===== src/logic/roc_map.svh =====
`ifndef ROC_MAP_SVH
`define ROC_MAP_SVH

// Byte offsets on the register bus
`define ROC_OFF_CTRL       8'h00
`define ROC_OFF_DRV_LOW    8'h04
`define ROC_OFF_DRV_HIGH   8'h08
`define ROC_OFF_PAUSE      8'h0C
`define ROC_OFF_DIV        8'h10
`define ROC_OFF_PHASE      8'h14
`define ROC_OFF_STATUS     8'h18
`define ROC_OFF_RAWBIT     8'h1C
`define ROC_OFF_COUNT      8'h20

// Pause-control codes
`define ROC_PAUSE_CODE     32'h636F6D61
`define ROC_RESUME_CODE    32'h77616B65

// Divider field: pass value plus divisor
`define ROC_DIV_PASS       12'hAA0
`define ROC_DIV_LAST       12'hABF
`define ROC_DIV_RESET      12'hAB0
`define ROC_DIV_FULL       6'h20

// Phase register fields
`define ROC_PH_PW_HI       11
`define ROC_PH_PW_LO       4
`define ROC_PH_EN_BIT      3
`define ROC_PH_FLIP_BIT    2
`define ROC_PH_PASS        8'hAA
`define ROC_PH_RESET       12'h008

// Status fields
`define ROC_ST_STABLE      31
`define ROC_ST_BADWR       24
`define ROC_ST_DIVRUN      16
`define ROC_ST_ENABLED     12

// Control and drive-strength codes checked for bad writes
`define ROC_EN_OFF         12'hD1E
`define ROC_EN_ON          12'hFAB
`define ROC_RNG_LOW        12'hFA4
`define ROC_RNG_MED        12'hFA5
`define ROC_RNG_HIGH       12'hFA7
`define ROC_RNG_TOOHIGH    12'hFA6
`define ROC_DRV_PASS       16'h9696

// Stability watch
`define ROC_STABLE_EDGES   3'h4
`define ROC_EDGE_TIMEOUT   7'h40

`endif


===== src/logic/roc_pkg.sv =====
package roc_pkg;
  typedef enum logic [1:0] {
    ROC_RUN   = 2'b01,
    ROC_PAUSE = 2'b10
  } roc_mode_t;
endpackage


===== src/logic/roc_sync.sv =====
`timescale 1ns/1ps
module roc_sync #(
  parameter int         W   = 1,
  parameter logic [0:0] RST = 1'b0
) (
  // Clock and reset
  input  wire logic         clk_i,
  input  wire logic         rst_n_i,
  // Data
  input  wire logic [W-1:0] d_i,
  output logic      [W-1:0] q_o
);
  logic [W-1:0] meta_q;
  logic [W-1:0] sync_q;

  // First stage feeds only the second
  always_ff @(posedge clk_i)
  begin
    if (!rst_n_i)
    begin
      meta_q <= {W{RST}};
      sync_q <= {W{RST}};
    end
    else
    begin
      meta_q <= d_i;
      sync_q <= meta_q;
    end
  end

  assign q_o = sync_q;
endmodule // roc_sync


===== src/logic/roc_divider.sv =====
`timescale 1ns/1ps
`include "roc_map.svh"
module roc_divider (
  // Clock and reset
  input  wire logic       clk_i,
  input  wire logic       rst_n_i,
  // Sampled oscillator
  input  wire logic       osc_lvl_i,
  input  wire logic       osc_rise_i,
  input  wire logic       run_i,
  // Settings
  input  wire logic [5:0] div_i,
  input  wire logic       ph_en_i,
  input  wire logic       ph_flip_i,
  input  wire logic [1:0] ph_shift_i,
  // Outputs
  output logic            div_clk_o,
  output logic            phase_clk_o
);
  logic [4:0] cnt_q;
  logic [4:0] cnt_d;
  logic       half_q;
  logic [2:0] dly_q;
  logic       div_q;
  logic       ph_q;
  wire  [5:0] cnt_inc  = {1'b0, cnt_q} + 6'h01;
  wire        wrap     = (cnt_inc >= div_i);
  wire  [5:0] half     = (div_i + 6'h01) >> 1;
  wire        div_one  = (div_i == 6'h01);
  wire        base     = div_one ? osc_lvl_i : half_q;
  wire        shifted  = (ph_shift_i == 2'h0) ? base : dly_q[ph_shift_i - 2'h1];
  wire        flipped  = shifted ^ (ph_flip_i & ~div_one);
  assign cnt_d = wrap ? 5'h00 : cnt_inc[4:0];

  always_ff @(posedge clk_i)
  begin
    if (!rst_n_i)
    begin
      cnt_q  <= 5'h00;
      half_q <= 1'b0;
      dly_q  <= 3'h0;
    end
    else if (osc_rise_i && run_i)
    begin
      cnt_q  <= cnt_d;
      half_q <= ({1'b0, cnt_d} < half);
      dly_q  <= {dly_q[1:0], base};
    end
  end

  always_ff @(posedge clk_i)
  begin
    if (!rst_n_i)
    begin
      div_q <= 1'b0;
      ph_q  <= 1'b0;
    end
    else
    begin
      div_q <= base;
      ph_q  <= ph_en_i & flipped;
    end
  end

  assign div_clk_o   = div_q;
  assign phase_clk_o = ph_q;
endmodule // roc_divider


===== src/logic/roc_ctrl_top.sv =====
// Overview of operation
// - Pause code stops the oscillator, resume code runs it.
// - Resets to resume; any other written value also selects resume.
// - Divider field is pass plus divisor; zero divides by 32, else by divisor.
// - Out-of-range divider field forces divide by 32.
// - Divider resets to divide by sixteen.
// - Phase settings apply only with the pass value; otherwise enabled, zero shift.
// - Phase bit 3 gates the phase output, resets to one.
// - Phase bit 2 inverts the phase output, ignored at divide by one.
// - Shift field delays the phase output by that many oscillator cycles, except at divide by one.
// - Status bit 31 shows oscillator running and stable, resets zero.
// - Bad writes set status bit 24; a status write clears it.
// - Enabled and divider-running flags reset zero, rise during startup.
// - Raw-sample bit 0 reads the live oscillator level, one after reset.
// - Count field decrements per oscillator cycle to zero and holds.
// - Nonzero count write loads and starts; zero write is ignored, so a running count keeps running.
// - Enable field knows disable and enable codes; others enable and are bad.
// - Drive-strength writes need the pass value in the upper half.
// - Range field accepts four Gray codes; others are bad writes.
//
// Added by the designer: the APB interface to the registers.
`timescale 1ns/1ps
`include "roc_map.svh"
module roc_ctrl_top (
  // Clock and reset
  input  wire logic        clk_i,
  input  wire logic        rst_n_i,
  // APB slave
  input  wire logic        psel_i,
  input  wire logic        penable_i,
  input  wire logic        pwrite_i,
  input  wire logic [7:0]  paddr_i,
  input  wire logic [31:0] pwdata_i,
  output logic [31:0]      prdata_o,
  output logic             pready_o,
  output logic             pslverr_o,
  // Oscillator side
  input  wire logic        osc_i,
  output logic             osc_run_o,
  output logic             div_clk_o,
  output logic             phase_clk_o
);
  roc_pkg::roc_mode_t mode_q;
  logic [11:0] div_q;
  logic [11:0] phase_q;
  logic        badwr_q;
  logic [7:0]  count_q;
  logic        enabled_q;
  logic        divrun_q;
  logic        stable_q;
  logic [2:0]  edges_q;
  logic [6:0]  idle_q;
  logic        osc_prev_q;
  logic [31:0] rdata_q;
  logic        osc_lvl;

  // Bus decode
  wire setup  = psel_i & ~penable_i;
  wire access = psel_i & penable_i;
  wire wr     = access & pwrite_i;
  wire hit_ctrl  = (paddr_i == `ROC_OFF_CTRL);
  wire hit_drvl  = (paddr_i == `ROC_OFF_DRV_LOW);
  wire hit_drvh  = (paddr_i == `ROC_OFF_DRV_HIGH);
  wire hit_pause = (paddr_i == `ROC_OFF_PAUSE);
  wire hit_div   = (paddr_i == `ROC_OFF_DIV);
  wire hit_phase = (paddr_i == `ROC_OFF_PHASE);
  wire hit_stat  = (paddr_i == `ROC_OFF_STATUS);
  wire hit_raw   = (paddr_i == `ROC_OFF_RAWBIT);
  wire hit_count = (paddr_i == `ROC_OFF_COUNT);
  wire mapped    = hit_ctrl | hit_drvl | hit_drvh | hit_pause | hit_div
                 | hit_phase | hit_stat | hit_raw | hit_count;

  // Oscillator sampling
  roc_sync #(
    .W   (1),
    .RST (1'b1)
  ) u_osc_sync (
    .clk_i   (clk_i),
    .rst_n_i (rst_n_i),
    .d_i     (osc_i),
    .q_o     (osc_lvl)
  );
  wire osc_rise = osc_lvl & ~osc_prev_q;

  // Bad-write checks on the control, drive and pause registers
  wire [11:0] en_fld  = pwdata_i[23:12];
  wire [11:0] rng_fld = pwdata_i[11:0];
  wire en_ok  = (en_fld == `ROC_EN_OFF) | (en_fld == `ROC_EN_ON);
  wire rng_ok = (rng_fld == `ROC_RNG_LOW) | (rng_fld == `ROC_RNG_MED)
              | (rng_fld == `ROC_RNG_HIGH) | (rng_fld == `ROC_RNG_TOOHIGH);
  wire drv_ok = (pwdata_i[31:16] == `ROC_DRV_PASS);
  wire is_pause  = (pwdata_i == `ROC_PAUSE_CODE);
  wire is_resume = (pwdata_i == `ROC_RESUME_CODE);
  wire bad_ctrl  = hit_ctrl & ~(en_ok & rng_ok);
  wire bad_drv   = (hit_drvl | hit_drvh) & ~drv_ok;
  wire bad_pause = hit_pause & ~(is_pause | is_resume);
  wire bad_set   = wr & (bad_ctrl | bad_drv | bad_pause);
  wire bad_clr   = wr & hit_stat;

  // Divider field check
  wire div_ok = (pwdata_i[11:0] >= `ROC_DIV_PASS) & (pwdata_i[11:0] <= `ROC_DIV_LAST);
  // Stored field is always within pass..last, so the low five bits are the divisor
  wire [11:0] div_off = div_q - `ROC_DIV_PASS;
  wire [4:0]  div_raw = div_off[4:0];
  wire [5:0] div_eff = (div_raw == 5'h00) ? `ROC_DIV_FULL : {1'b0, div_raw};

  // Phase settings
  wire ph_pass  = (phase_q[`ROC_PH_PW_HI:`ROC_PH_PW_LO] == `ROC_PH_PASS);
  wire ph_en    = ph_pass ? phase_q[`ROC_PH_EN_BIT] : 1'b1;
  wire ph_flip  = ph_pass & phase_q[`ROC_PH_FLIP_BIT];
  wire [1:0] ph_shift = ph_pass ? phase_q[1:0] : 2'h0;
  wire running  = (mode_q == roc_pkg::ROC_RUN);

  // Read mux
  wire [31:0] st_word = {stable_q, 6'h00, badwr_q, 7'h00, divrun_q, 3'h0, enabled_q, 12'h000};
  wire [31:0] pause_word = running ? `ROC_RESUME_CODE : `ROC_PAUSE_CODE;
  wire [31:0] rd_mux = hit_pause ? pause_word
                     : hit_div   ? {20'h00000, div_q}
                     : hit_phase ? {20'h00000, phase_q}
                     : hit_stat  ? st_word
                     : hit_raw   ? {31'h00000000, osc_lvl}
                     : hit_count ? {24'h000000, count_q}
                     : 32'h00000000;

  always_ff @(posedge clk_i)
  begin
    if (!rst_n_i)
      rdata_q <= 32'h00000000;
    else if (setup & ~pwrite_i)
      rdata_q <= rd_mux;
  end

  // Pause control
  always_ff @(posedge clk_i)
  begin
    if (!rst_n_i)
      mode_q <= roc_pkg::ROC_RUN;
    else if (wr && hit_pause)
    begin
      case (is_pause)
        1'b1:    mode_q <= roc_pkg::ROC_PAUSE;
        default: mode_q <= roc_pkg::ROC_RUN;
      endcase
    end
  end

  // Divider and phase registers
  always_ff @(posedge clk_i)
  begin
    if (!rst_n_i)
    begin
      div_q   <= `ROC_DIV_RESET;
      phase_q <= `ROC_PH_RESET;
    end
    else
    begin
      if (wr && hit_div)
        div_q <= div_ok ? pwdata_i[11:0] : `ROC_DIV_PASS;
      if (wr && hit_phase)
        phase_q <= pwdata_i[11:0];
    end
  end

  // Sticky bad-write flag, set beats clear
  always_ff @(posedge clk_i)
  begin
    if (!rst_n_i)
      badwr_q <= 1'b0;
    else if (bad_set)
      badwr_q <= 1'b1;
    else if (bad_clr)
      badwr_q <= 1'b0;
  end

  // Down counter, a bus load beats the decrement
  always_ff @(posedge clk_i)
  begin
    if (!rst_n_i)
      count_q <= 8'h00;
    else if (wr && hit_count && pwdata_i[7:0] != 8'h00)
      count_q <= pwdata_i[7:0];
    else if (osc_rise && count_q != 8'h00)
      count_q <= count_q - 8'h01;
  end

  // Startup flags and stability watch
  always_ff @(posedge clk_i)
  begin
    if (!rst_n_i)
    begin
      enabled_q  <= 1'b0;
      divrun_q   <= 1'b0;
      stable_q   <= 1'b0;
      edges_q    <= 3'h0;
      idle_q     <= 7'h00;
      osc_prev_q <= 1'b1;
    end
    else
    begin
      osc_prev_q <= osc_lvl;
      enabled_q  <= 1'b1;
      if (enabled_q && osc_rise)
        divrun_q <= 1'b1;
      // A paused or silent ring drops stable at once
      if (!running || idle_q == `ROC_EDGE_TIMEOUT)
      begin
        edges_q <= 3'h0;
        idle_q  <= 7'h00;
      end
      else if (osc_rise)
      begin
        idle_q <= 7'h00;
        if (edges_q != `ROC_STABLE_EDGES)
          edges_q <= edges_q + 3'h1;
      end
      else
        idle_q <= idle_q + 7'h01;
      stable_q <= running & (edges_q == `ROC_STABLE_EDGES)
                & (idle_q != `ROC_EDGE_TIMEOUT);
    end
  end

  roc_divider u_div (
    .clk_i       (clk_i),
    .rst_n_i     (rst_n_i),
    .osc_lvl_i   (osc_lvl),
    .osc_rise_i  (osc_rise),
    .run_i       (running),
    .div_i       (div_eff),
    .ph_en_i     (ph_en),
    .ph_flip_i   (ph_flip),
    .ph_shift_i  (ph_shift),
    .div_clk_o   (div_clk_o),
    .phase_clk_o (phase_clk_o)
  );

  assign osc_run_o = running;
  assign prdata_o  = rdata_q;
  assign pready_o  = 1'b1;
  assign pslverr_o = access & ~mapped;
endmodule // roc_ctrl_top


===== config.mk =====
export PLATFORM = sky130hd
export DESIGN_NAME = roc_ctrl_top
export DESIGN_NICKNAME = d
export VERILOG_FILES = /design/src/logic/roc_pkg.sv /design/src/logic/roc_sync.sv /design/src/logic/roc_divider.sv /design/src/logic/roc_ctrl_top.sv
export VERILOG_INCLUDE_DIRS = /design/src /design/src/logic
export SDC_FILE = /design/constraint.sdc
export NUM_CORES = 1
export LEC_CHECK = 0
export BUFFER_PORTS_ARGS = -buffer_cell sky130_fd_sc_hd__buf_2
export CAP_MARGIN = 20
export CORE_UTILIZATION = 35
export CTS_BUF_LIST = sky130_fd_sc_hd__clkbuf_4
export DETAILED_ROUTE_END_ITERATION = 12
export PLACE_DENSITY_LB_ADDON = 0.1
export SYNTH_ARGS = -nofsm -noshare
export SYNTH_HDL_FRONTEND = slang
export SYNTH_SLANG_ARGS = --single-unit

===== constraint.sdc =====
create_clock -name clk_i -period 5.4 [get_ports clk_i]
set_clock_uncertainty 0.2 [all_clocks]
set_input_delay 0.27 -clock clk_i [delete_from_list [all_inputs] [get_ports clk_i]]
set_output_delay 0.27 -clock clk_i [all_outputs]
set_load 0.01 [all_outputs]

### Word level (Yosys, flattened, before mapping)

Index checks and enable logic that the tools add are counted.

* $lt $le $gt $ge: 5
* equal/unequal tests: 24
* multiplexer cells: 22
* bitwise operators: 44
* reductions and logical operators: 20
* $add $sub $neg: 7

Operators by type and width (number)
* 32-bit two-way mux: 4
* 12-bit equality test, second input constant: 6
* 32-bit by 31-bit equality test with 1-bit output, second input constant: 2
* 8-bit by 5-bit equality test with 1-bit output, second input constant: 4
* 8-bit two-way mux: 4
* 29-bit two-way mux: 1
* 1-bit bitwise AND: 18
* 16-bit equality test, second input constant: 1
* 8-bit by 4-bit equality test with 1-bit output, second input constant: 2
* 1-bit OR: 16
* 8-bit nonzero test: 2
* 12-bit greater-or-equal comparator, second input constant: 1
* 12-bit <= comparator, second input constant: 1
* 12-bit two-way mux: 1
* 1-bit NOT: 9
* 8-bit by 3-bit equality test with 1-bit output, second input constant: 1
* 8-bit by 6-bit equality test with 1-bit output, second input constant: 1
* 8-bit equality test, second input constant: 1
* 1-bit logical AND: 8
* 8-bit zero test: 1
* 8-bit by 1-bit subtractor with 8-bit output, second input constant: 1
* 7-bit by 1-bit adder with 7-bit output, second input constant: 1
* 7-bit equality test, second input constant: 1
* 1-bit two-way mux: 7
* 26 further kinds: 28

* bits in registers: 94
* word-level logic and storage cells: 141

### Longest topological paths before layout

Gate-level depths: netlist (run 1).

* depth in word-level cells: 11
* depth in mapped cells: 16
* depth with buffers taken out: 15

### Cells and area by module

Synthesis (run 1) repeated with hierarchy kept, for this count alone.

* cells, all modules: 516
* area, all modules: 4430.5 um^2

By module, submodules not included
* roc_ctrl_top: cells an instance 398, sequential area each 1361.3 um^2, area each 3458.3 um^2, instances 1
* roc_divider: cells an instance 114, sequential area each 220.2 um^2, area each 919.6 um^2, instances 1
* roc_sync: cells an instance 4, sequential area each 40.0 um^2, area each 52.6 um^2, instances 1

### Least setup slack after synthesis (run 1)

Ideal clock, no wire load.

* path kind: register to register
* from: reg u_div.cnt_q[0]
* to: reg u_div.half_q
* data arrival time: 2741 ps
* path buffers: 1
* cell stages (with the launch flop): 16
* slack: 2398 ps
* cells stage by stage: dfxtp_1 > nand3_1 > xor2_1 > inv_1 > ha_1 > a2111oi_4 > o21ai_2 > and2_4 > buf_6 > and2b_2 > ha_1 > a21oi_1 > nor2b_1 > o21ai_0 > and4b_1 > a32o_1

* word-level cells in the longest chain between the ends: 4

RTL lines
* start: declaration: RTL line roc_divider.sv:20 `logic [4:0] cnt_q;`
* start signal: assignment: RTL line roc_divider.sv:45 `cnt_q <= cnt_d;`
* 5-bit by 1-bit adder with 6-bit output *: RTL line roc_divider.sv:26 `wire [5:0] cnt_inc = {1'b0, cnt_q} + 6'h01;`
* 6-bit greater-or-equal comparator: RTL line roc_divider.sv:27 `wire wrap = (cnt_inc >= div_i);`
* 5-bit two-way mux *: RTL line roc_divider.sv:33 `assign cnt_d = wrap ? 5'h00 : cnt_inc[4:0];`
* net u_div.cnt_d[2]: RTL line roc_divider.sv:21 `logic [4:0] cnt_d;`
* 5-bit less-than comparator *: RTL line roc_divider.sv:46 `half_q <= ({1'b0, cnt_d} < half);`
* end signal: assignment: RTL line roc_divider.sv:46
* end: declaration: RTL line roc_divider.sv:22 `logic half_q;`

Mark *: on every way through the listed nets, which the timed path passes. The rest lies on a longest branch.
A chain may end at the register's enable or synchronous reset.

### Worst setup path after layout (run 1)

Ends and elaborated chain as after synthesis.

==> results of run 1 <==
## state kept, by name, summed over array words and instances (netlist names), 2 cells and up
| signal | count |
|---|---|
| u_div.dly_q | 3 |
| div_q | 12 |
| idle_q | 7 |
| edges_q | 3 |
| mode_q | 2 |
| prdata_o | 19 |
| u_div.cnt_q | 5 |
| count_q | 8 |
| phase_q | 12 |
## routing by layer
| layer | vias to the layer above | GRT usage | share of wire |
|---|---|---|---|
| met5 | - | 0 | 0 |
| li1 | 1956 | - | - |
| met1 | 1821 | 0.229 | 0.45 |
| met3 | 20 | 0.0439 | 0.036 |
| met2 | 75 | 0.339 | 0.50 |
| met4 | 0 | 0.0658 | 0.017 |
## power groups by stage
stage                     clock [mW]  combinational [mW]  sequential, mW
after floorplan                    0              0.0447           0.627
after global placement             0              0.0886           0.626
after detailed placement           0              0.0890           0.627
after CTS                      0.431              0.0983           0.614
after global routing           0.451               0.109           0.615
final                          0.417              0.0981           0.613
## stage by stage
step	instances	power, mW	cell area, sq um
2_1_floorplan	513	0.672	4340
3_3_place_gp	700	0.715	4720
3_5_place_dp	700	0.716	4720
4_1_cts	733	1.14	5050
5_1_grt	733	1.17	5050
6_report	733	1.13	5050
## layout make-up
type	count	share of cell area
inverter	16	0.0119
sequential	81	0.321
multi-input combinational	375	0.482
timing repair buffer	98	0.116
tap	147	0.0364
clock buffer	9	0.0134
clock inverter	7	0.0188
## cell usage in the layout, fill, tap and decap left out, drive strengths merged, types with 10 or more instances in the layout
cell type,n
nand2,59
o21ai,24
ha,19
buf,81
nand3,31
a21boi,17
nor2,30
nand2b,17
nor3,10
inv,16
dlygate4sd3,17
dfxtp,81
a21oi,24
o211a,10
nor2b,10
## synth_stat cells (9+ instances only)
master / n
nor2_1: 29
ha_1: 19
nand3_1: 31
xnor2_1: 9
nor3_1: 10
inv_1: 16
o21ai_0: 23
nand2b_1: 17
a21boi_0: 16
buf_4: 16
dfxtp_1: 81
nor2b_1: 10
nand2_1: 59
o211a_1: 10
a21oi_1: 24
xor2_1: 9
clkbuf_1: 19
## worst max path at each step
stage,endpoint,start,depth (start not counted),slack [ns]
floorplan,u_div.half_q$_SDFFE_PN0P_,u_div.cnt_q[0]$_SDFFE_PN0P_,15,2.40
global placement,u_div.half_q$_SDFFE_PN0P_,u_div.cnt_q[0]$_SDFFE_PN0P_,15,2.28
detailed placement,u_div.half_q$_SDFFE_PN0P_,u_div.cnt_q[0]$_SDFFE_PN0P_,15,2.17
CTS,u_div.half_q$_SDFFE_PN0P_,u_div.cnt_q[0]$_SDFFE_PN0P_,15,2.15
global route,u_div.half_q$_SDFFE_PN0P_,u_div.cnt_q[0]$_SDFFE_PN0P_,15,1.86
finish,u_div.half_q$_SDFFE_PN0P_,u_div.cnt_q[0]$_SDFFE_PN0P_,15,2.17
## repair_timing
| item | 4_1_cts | 5_1_grt |
|---|---|---|
| hold endpoints to repair | 37 | 0 |
| hold buffers | 17 | 0 |
| setup buffers | 0 | 0 |
## cells by family (layout without fill, tap and decap cells)
| family | after synthesis | in the layout |
|---|---|---|
| simple gates | 220 | 220 |
| compound gates | 110 | 110 |
| flops | 81 | 81 |
| buf+inv | 57 | 130 |
| fa+ha+maj | 19 | 19 |
| xor+xnor | 18 | 18 |
| mux | 3 | 3 |
| other cells | 2 | 5 |
## critical path, cell delays in order, from the launching register on
cell      delay (ns)
dfxtp_1         0.44
ha_1            0.26
nand3_1         0.11
xor2_1          0.23
inv_1           0.09
ha_1            0.27
o21ai_0         0.07
nand2b_1        0.12
and2_4          0.20
and2b_2         0.23
ha_1            0.29
a21oi_1         0.06
nor2b_1         0.10
o21ai_0         0.07
and4b_1         0.20
a32o_1          0.20
==> results.json, run 1 <==
{
  "synth_edf_count": 0,
  "min_period_ns": 3.23,
  "reg2reg_from": "u_div.cnt_q[0]$_SDFFE_PN0P_",
  "area_growth_pct": 16.6,
  "hpwlAfterDp_um": 8570,
  "synth_top_family_by_area": "simple AND/OR/NAND/NOR gates",
  "slew_headroom": 0.362,
  "synthDistinctLibCells": 62,
  "clk_latency_ns": 0.46,
  "synth-xor-area-share": 0.0364,
  "worstSetupPathType": "reg2reg",
  "async_flop_share": 0,
  "status": "completed",
  "grt_pass1_vias": 3813,
  "synthesis.area_sq_um": 4330,
  "seq_area_sq_um": 1620,
  "r2r_slack_ns": 2.17,
  "drv_slew": 0,
  "tns_ns": 0,
  "min-delay-start": "paddr_i[1]",
  "synth_mux_area_frac": 0.00723,
  "drtIter0Drc": 202,
  "critPathRequiredTime_ns": 5.56,
  "internal_power_mw": 0.837,
  "fmax_ghz": 0.310,
  "leakage_nw": 2.12,
  "worstMarginPinSlew_ns": 0.955,
  "grt_start_max_net_pins": 56,
  "synth_cells": 510,
  "n_antenna_cell": 0,
  "place.gp.congestion": 0.844,
  "start_util": 0.360,
  "grt_usage": 0.192,
  "holdWs_ns": 0.107,
  "hold_path_end": "prdata_o[31]$_SDFFE_PN0P_",
  "antenna_found_initial": 0,
  "combPwrFrac": 0.087,
  "cts_buffer_depth": 2,
  "postRouteAntennaNets": 0,
  "start_kind": "flip-flop",
  "die_h_um": 113,
  "grt_overflow": 0,
  "rsz0062_at_grt": "false",
  "worstPathMaxFanout": 9,
  "p_sw_frac": 0.258,
  "post_cts_resized": 0,
  "fill_cells": 1243,
  "synth_fa_ha_area_frac": 0.0549,
  "hold_violations": 0,
  "yosys_register_bits": 81,
  "p_seq_frac": 0.544,
  "hold_path.class": "in2reg",
  "std_cell_rows": 40,
  "preCtsSetupSlack_ns": 2.17,
  "cts_tree": "yes",
  "multi_input_area_sq_um": 2440,
  "yosysWarnings": 0,
  "finalCritPeriodShare": 0.598,
  "rr_worst_depth": 15,
  "synth-compound-area-share": 0.182,
  "drc": 0,
  "arrival_ns": 3.38,
  "p_clk_frac": 0.369,
  "fin_ws_ns": 2.17,
  "cts_root_buf": "clkbuf_4",
  "port_buffers": 77,
  "worstSetupEndpointType": "flip-flop",
  "clock_sinks": 81,
  "vias_per_cell": 5.28,
  "synth_top_area_share": 0.375,
  "synth_top_area_cell": "dfxtp_1",
  "ir_drop_mv": 0.148,
  "vias": 3872,
  "utilization": 0.420,
  "wirelength_um": 11700,
  "die_area_sq_um": 12800,
  "synth_ff_type": "dfxtp_1",
  "setup_viol": 0,
  "avgSynthCellArea_sq_um": 8.49,
  "fp.coreArea_sq_um": 12000,
  "grt_pass1_wl_um": 19100,
  "reg2reg_to": "u_div.half_q$_SDFFE_PN0P_",
  "fp.dieW_um": 113,
  "cts_max_level": 3,
  "path_clk_slew_ns": 0.13,
  "synthSimpleGateAreaFrac": 0.277,
  "whs_path_depth": 5,
  "wl_per_cell_um": 16.0,
  "pin_count": 83,
  "cts_buffers": 9,
  "p_sw_mw": 0.291,
  "final_nets": 646,
  "synth_area_leaders": "dfxtp_1, ha_1, nand2_1, nand3_1, a21oi_1",
  "first_pass_iters": 4,
  "drv_cap": 0,
  "powerDensity_nw_per_um2": 223,
  "ys_seq_area_frac": 0.375,
  "drive_gt1_frac": 0.186
}
No activity file was read; power rests on OpenSTA's default activity.
==> run 2, diff against run 1 <==
==> constraint.sdc (replaced) <==
create_clock -name clk_i -period 3.2 [get_ports clk_i]
set_clock_uncertainty 0.2 [all_clocks]
set_input_delay 0.16 -clock clk_i [delete_from_list [all_inputs] [get_ports clk_i]]
set_output_delay 0.16 -clock clk_i [all_outputs]
set_load 0.01 [all_outputs]
==> run 2 against run 1 <==
  * Design area up 5.0%
  * Worst setup slack worse by 2.0 ns
  * Global-route usage up 0.53 points
  * Utilization up 2.1 points
  * Non-clock buffer count up 19
  * Via count up 3.5%
  * Flip-flop and latch count unchanged
  * Die area unchanged
  * Combinational power up 74%
  * Power up 78%
  * Sequential share of layout area down 1.4 points
  * Fmax up 6.5%
  * Critical path type unchanged
==> results.json, run 2 (same netlist as run 1, synthesis figures left out) <==
{
  "p_seq_frac": 0.514,
  "drive_gt1_frac": 0.223,
  "powerDensity_nw_per_um2": 379,
  "min_period_ns": 3.03,
  "stdcell_area_sq_um": 5300,
  "worstSetupPathType": "reg2reg",
  "fp.coreArea_sq_um": 12000,
  "critical-path-top-delay-family": "compound AO/OA/AOI/OAI gates",
  "final_nets": 665,
  "p_clk_frac": 0.401,
  "vias_per_cell": 5.33,
  "hold_path.class": "in2reg",
  "slowest_delay_ns": 0.40,
  "pin_count": 83,
  "hpwlAfterDp_um": 9010,
  "start_util": 0.360,
  "drv_slew": 0,
  "fill_cells": 1224,
  "internal_power_mw": 1.50,
  "ir_drop_mv": 0.163,
  "multi_input_area_sq_um": 2490,
  "status": "completed",
  "worstSetupEndpointType": "flip-flop",
  "p_sw_frac": 0.252,
  "cts_max_level": 3,
  "cts_buffers": 9,
  "largest_reg_flops": 19,
  "p_sw_mw": 0.506,
  "first_pass_iters": 5,
  "vias": 4006,
  "start_kind": "flip-flop",
  "clk_latency_ns": 0.45,
  "place.gp.congestion": 0.826,
  "std_cell_rows": 40,
  "wirelength_um": 12100,
  "combPwrFrac": 0.085,
  "critPathSlowestCell": "dfxtp_4",
  "arrival_ns": 3.23,
  "drv_cap": 0,
  "cts_root_buf": "clkbuf_4",
  "grt_overflow": 0,
  "drc": 0,
  "postRouteAntennaNets": 0,
  "antenna_found_initial": 0,
  "worstMarginPinSlew_ns": 0.602,
  "path_buf_inv": 1,
  "critPathRequiredTime_ns": 3.40,
  "fmax_ghz": 0.330,
  "layout_commonest_cell": "dfxtp_1",
  "slew_headroom": 0.598,
  "clock_sinks": 81,
  "finalCritPeriodShare": 0.947,
  "worstPathCellList": "nand3_2, xor2_2, inv_2, ha_4, a2111oi_4, o21ai_2, and2_4, and2b_2, ha_4, a21oi_2, nor2b_1, o21ai_0, and4b_1, a32o_1",
  "cts_tree": "yes",
  "die_area_sq_um": 12800,
  "grt_usage": 0.198,
  "die_h_um": 113,
  "dpl_cell_area_sq_um": 4780,
  "drtIter0Drc": 183,
  "hold_violations": 0,
  "cp_common_cell": "ha_4",
  "cts_buffer_depth": 2,
  "leakage_nw": 2.24,
  "grt_start_max_net_pins": 31,
  "grt_pass1_wl_um": 19600,
  "setup_viol": 0,
  "port_buffers": 77,
  "power_mw": 2.01,
  "n_antenna_cell": 0,
  "wl_per_cell_um": 16.0,
  "layout_common_cells": "dfxtp_1, buf_2, nand2_1, nor2_1, nand3_1",
  "seq_area_sq_um": 1630,
  "utilization": 0.441,
  "area_growth_pct": 22.4,
  "fp.dieW_um": 113,
  "path_clk_slew_ns": 0.14,
  "grt_pass1_vias": 3922,
  "worstPathMaxFanout": 6
}
## run 2: cell type report
type                            count  area share
Multi-Input combinational cell    375       0.470
Timing Repair Buffer              117       0.140
Tap cell                          147      0.0347
Sequential cell                    81       0.307
Inverter                           16      0.0113
Clock inverter                      7      0.0236
Clock buffer                        9      0.0127
## run 2: worst min-delay path: stages
cell      delay, ns
buf_2          0.11
nor3b_2        0.04
buf_4          0.18
nand3_1        0.09
a21boi_0       0.07
## run 2: per-stage QoR
| step | TNS (ns) | worst slack [ns] | hold WS, ns | instances |
|---|---|---|---|---|
| 2_1_floorplan | 0 | 0.198 | -0.0123 | 513 |
| 3_3_place_gp | 0 | 0.111 | 0.160 | 708 |
| 3_5_place_dp | 0 | 0.00746 | 0.163 | 708 |
| 4_1_cts | 0 | 0.00140 | 0.00265 | 747 |
| 5_1_grt | -0.0131 | -0.0131 | 0.0409 | 752 |
| 6_report | 0 | 0.170 | 0.0417 | 752 |
## run 2: path summary, 6_finish.rpt
path                                                    from                        end  slack [ns]  depth (start not counted)
worst max-delay path             u_div.cnt_q[2]$_SDFFE_PN0P_  u_div.half_q$_SDFFE_PN0P_        0.17                         14
worst min-delay path                               penable_i  prdata_o[28]$_SDFFE_PN0P_        0.04                          5
worst max register to register   u_div.cnt_q[2]$_SDFFE_PN0P_  u_div.half_q$_SDFFE_PN0P_        0.17                         14
worst min register to register  u_osc_sync.meta_q$_SDFF_PN1_  u_osc_sync.q_o$_SDFF_PN1_        0.23                          1
## run 2: metal layers
layer	routed length (um)	track usage	part of all wire	vias to the layer above
met5	0	0	0	-
met1	5400	0.235	0.45	1911
met4	271	0.0930	0.022	0
li1	-	-	-	1987
met3	364	0.0316	0.030	20
met2	6020	0.347	0.50	88
## run 2: power groups by stage
stage	Combinational (mW)	Sequential (mW)	Clock, mW
after detailed placement	0.155	1.06	0
final	0.171	1.03	0.805
after CTS	0.172	1.04	0.838
after floorplan	0.0754	1.06	0
after global placement	0.153	1.06	0
after global routing	0.190	1.04	0.870
## run 2: timing repair
| action | CTS | global route |
|---|---|---|
| endpoints found under the hold margin | 42 | 0 |
| endpoints found under the setup margin | 1 | 1 |
| resized for setup | 1 | 12 |
| setup buffers | 0 | 5 |
| hold buffers | 23 | 0 |
| pin swaps | 0 | 3 |
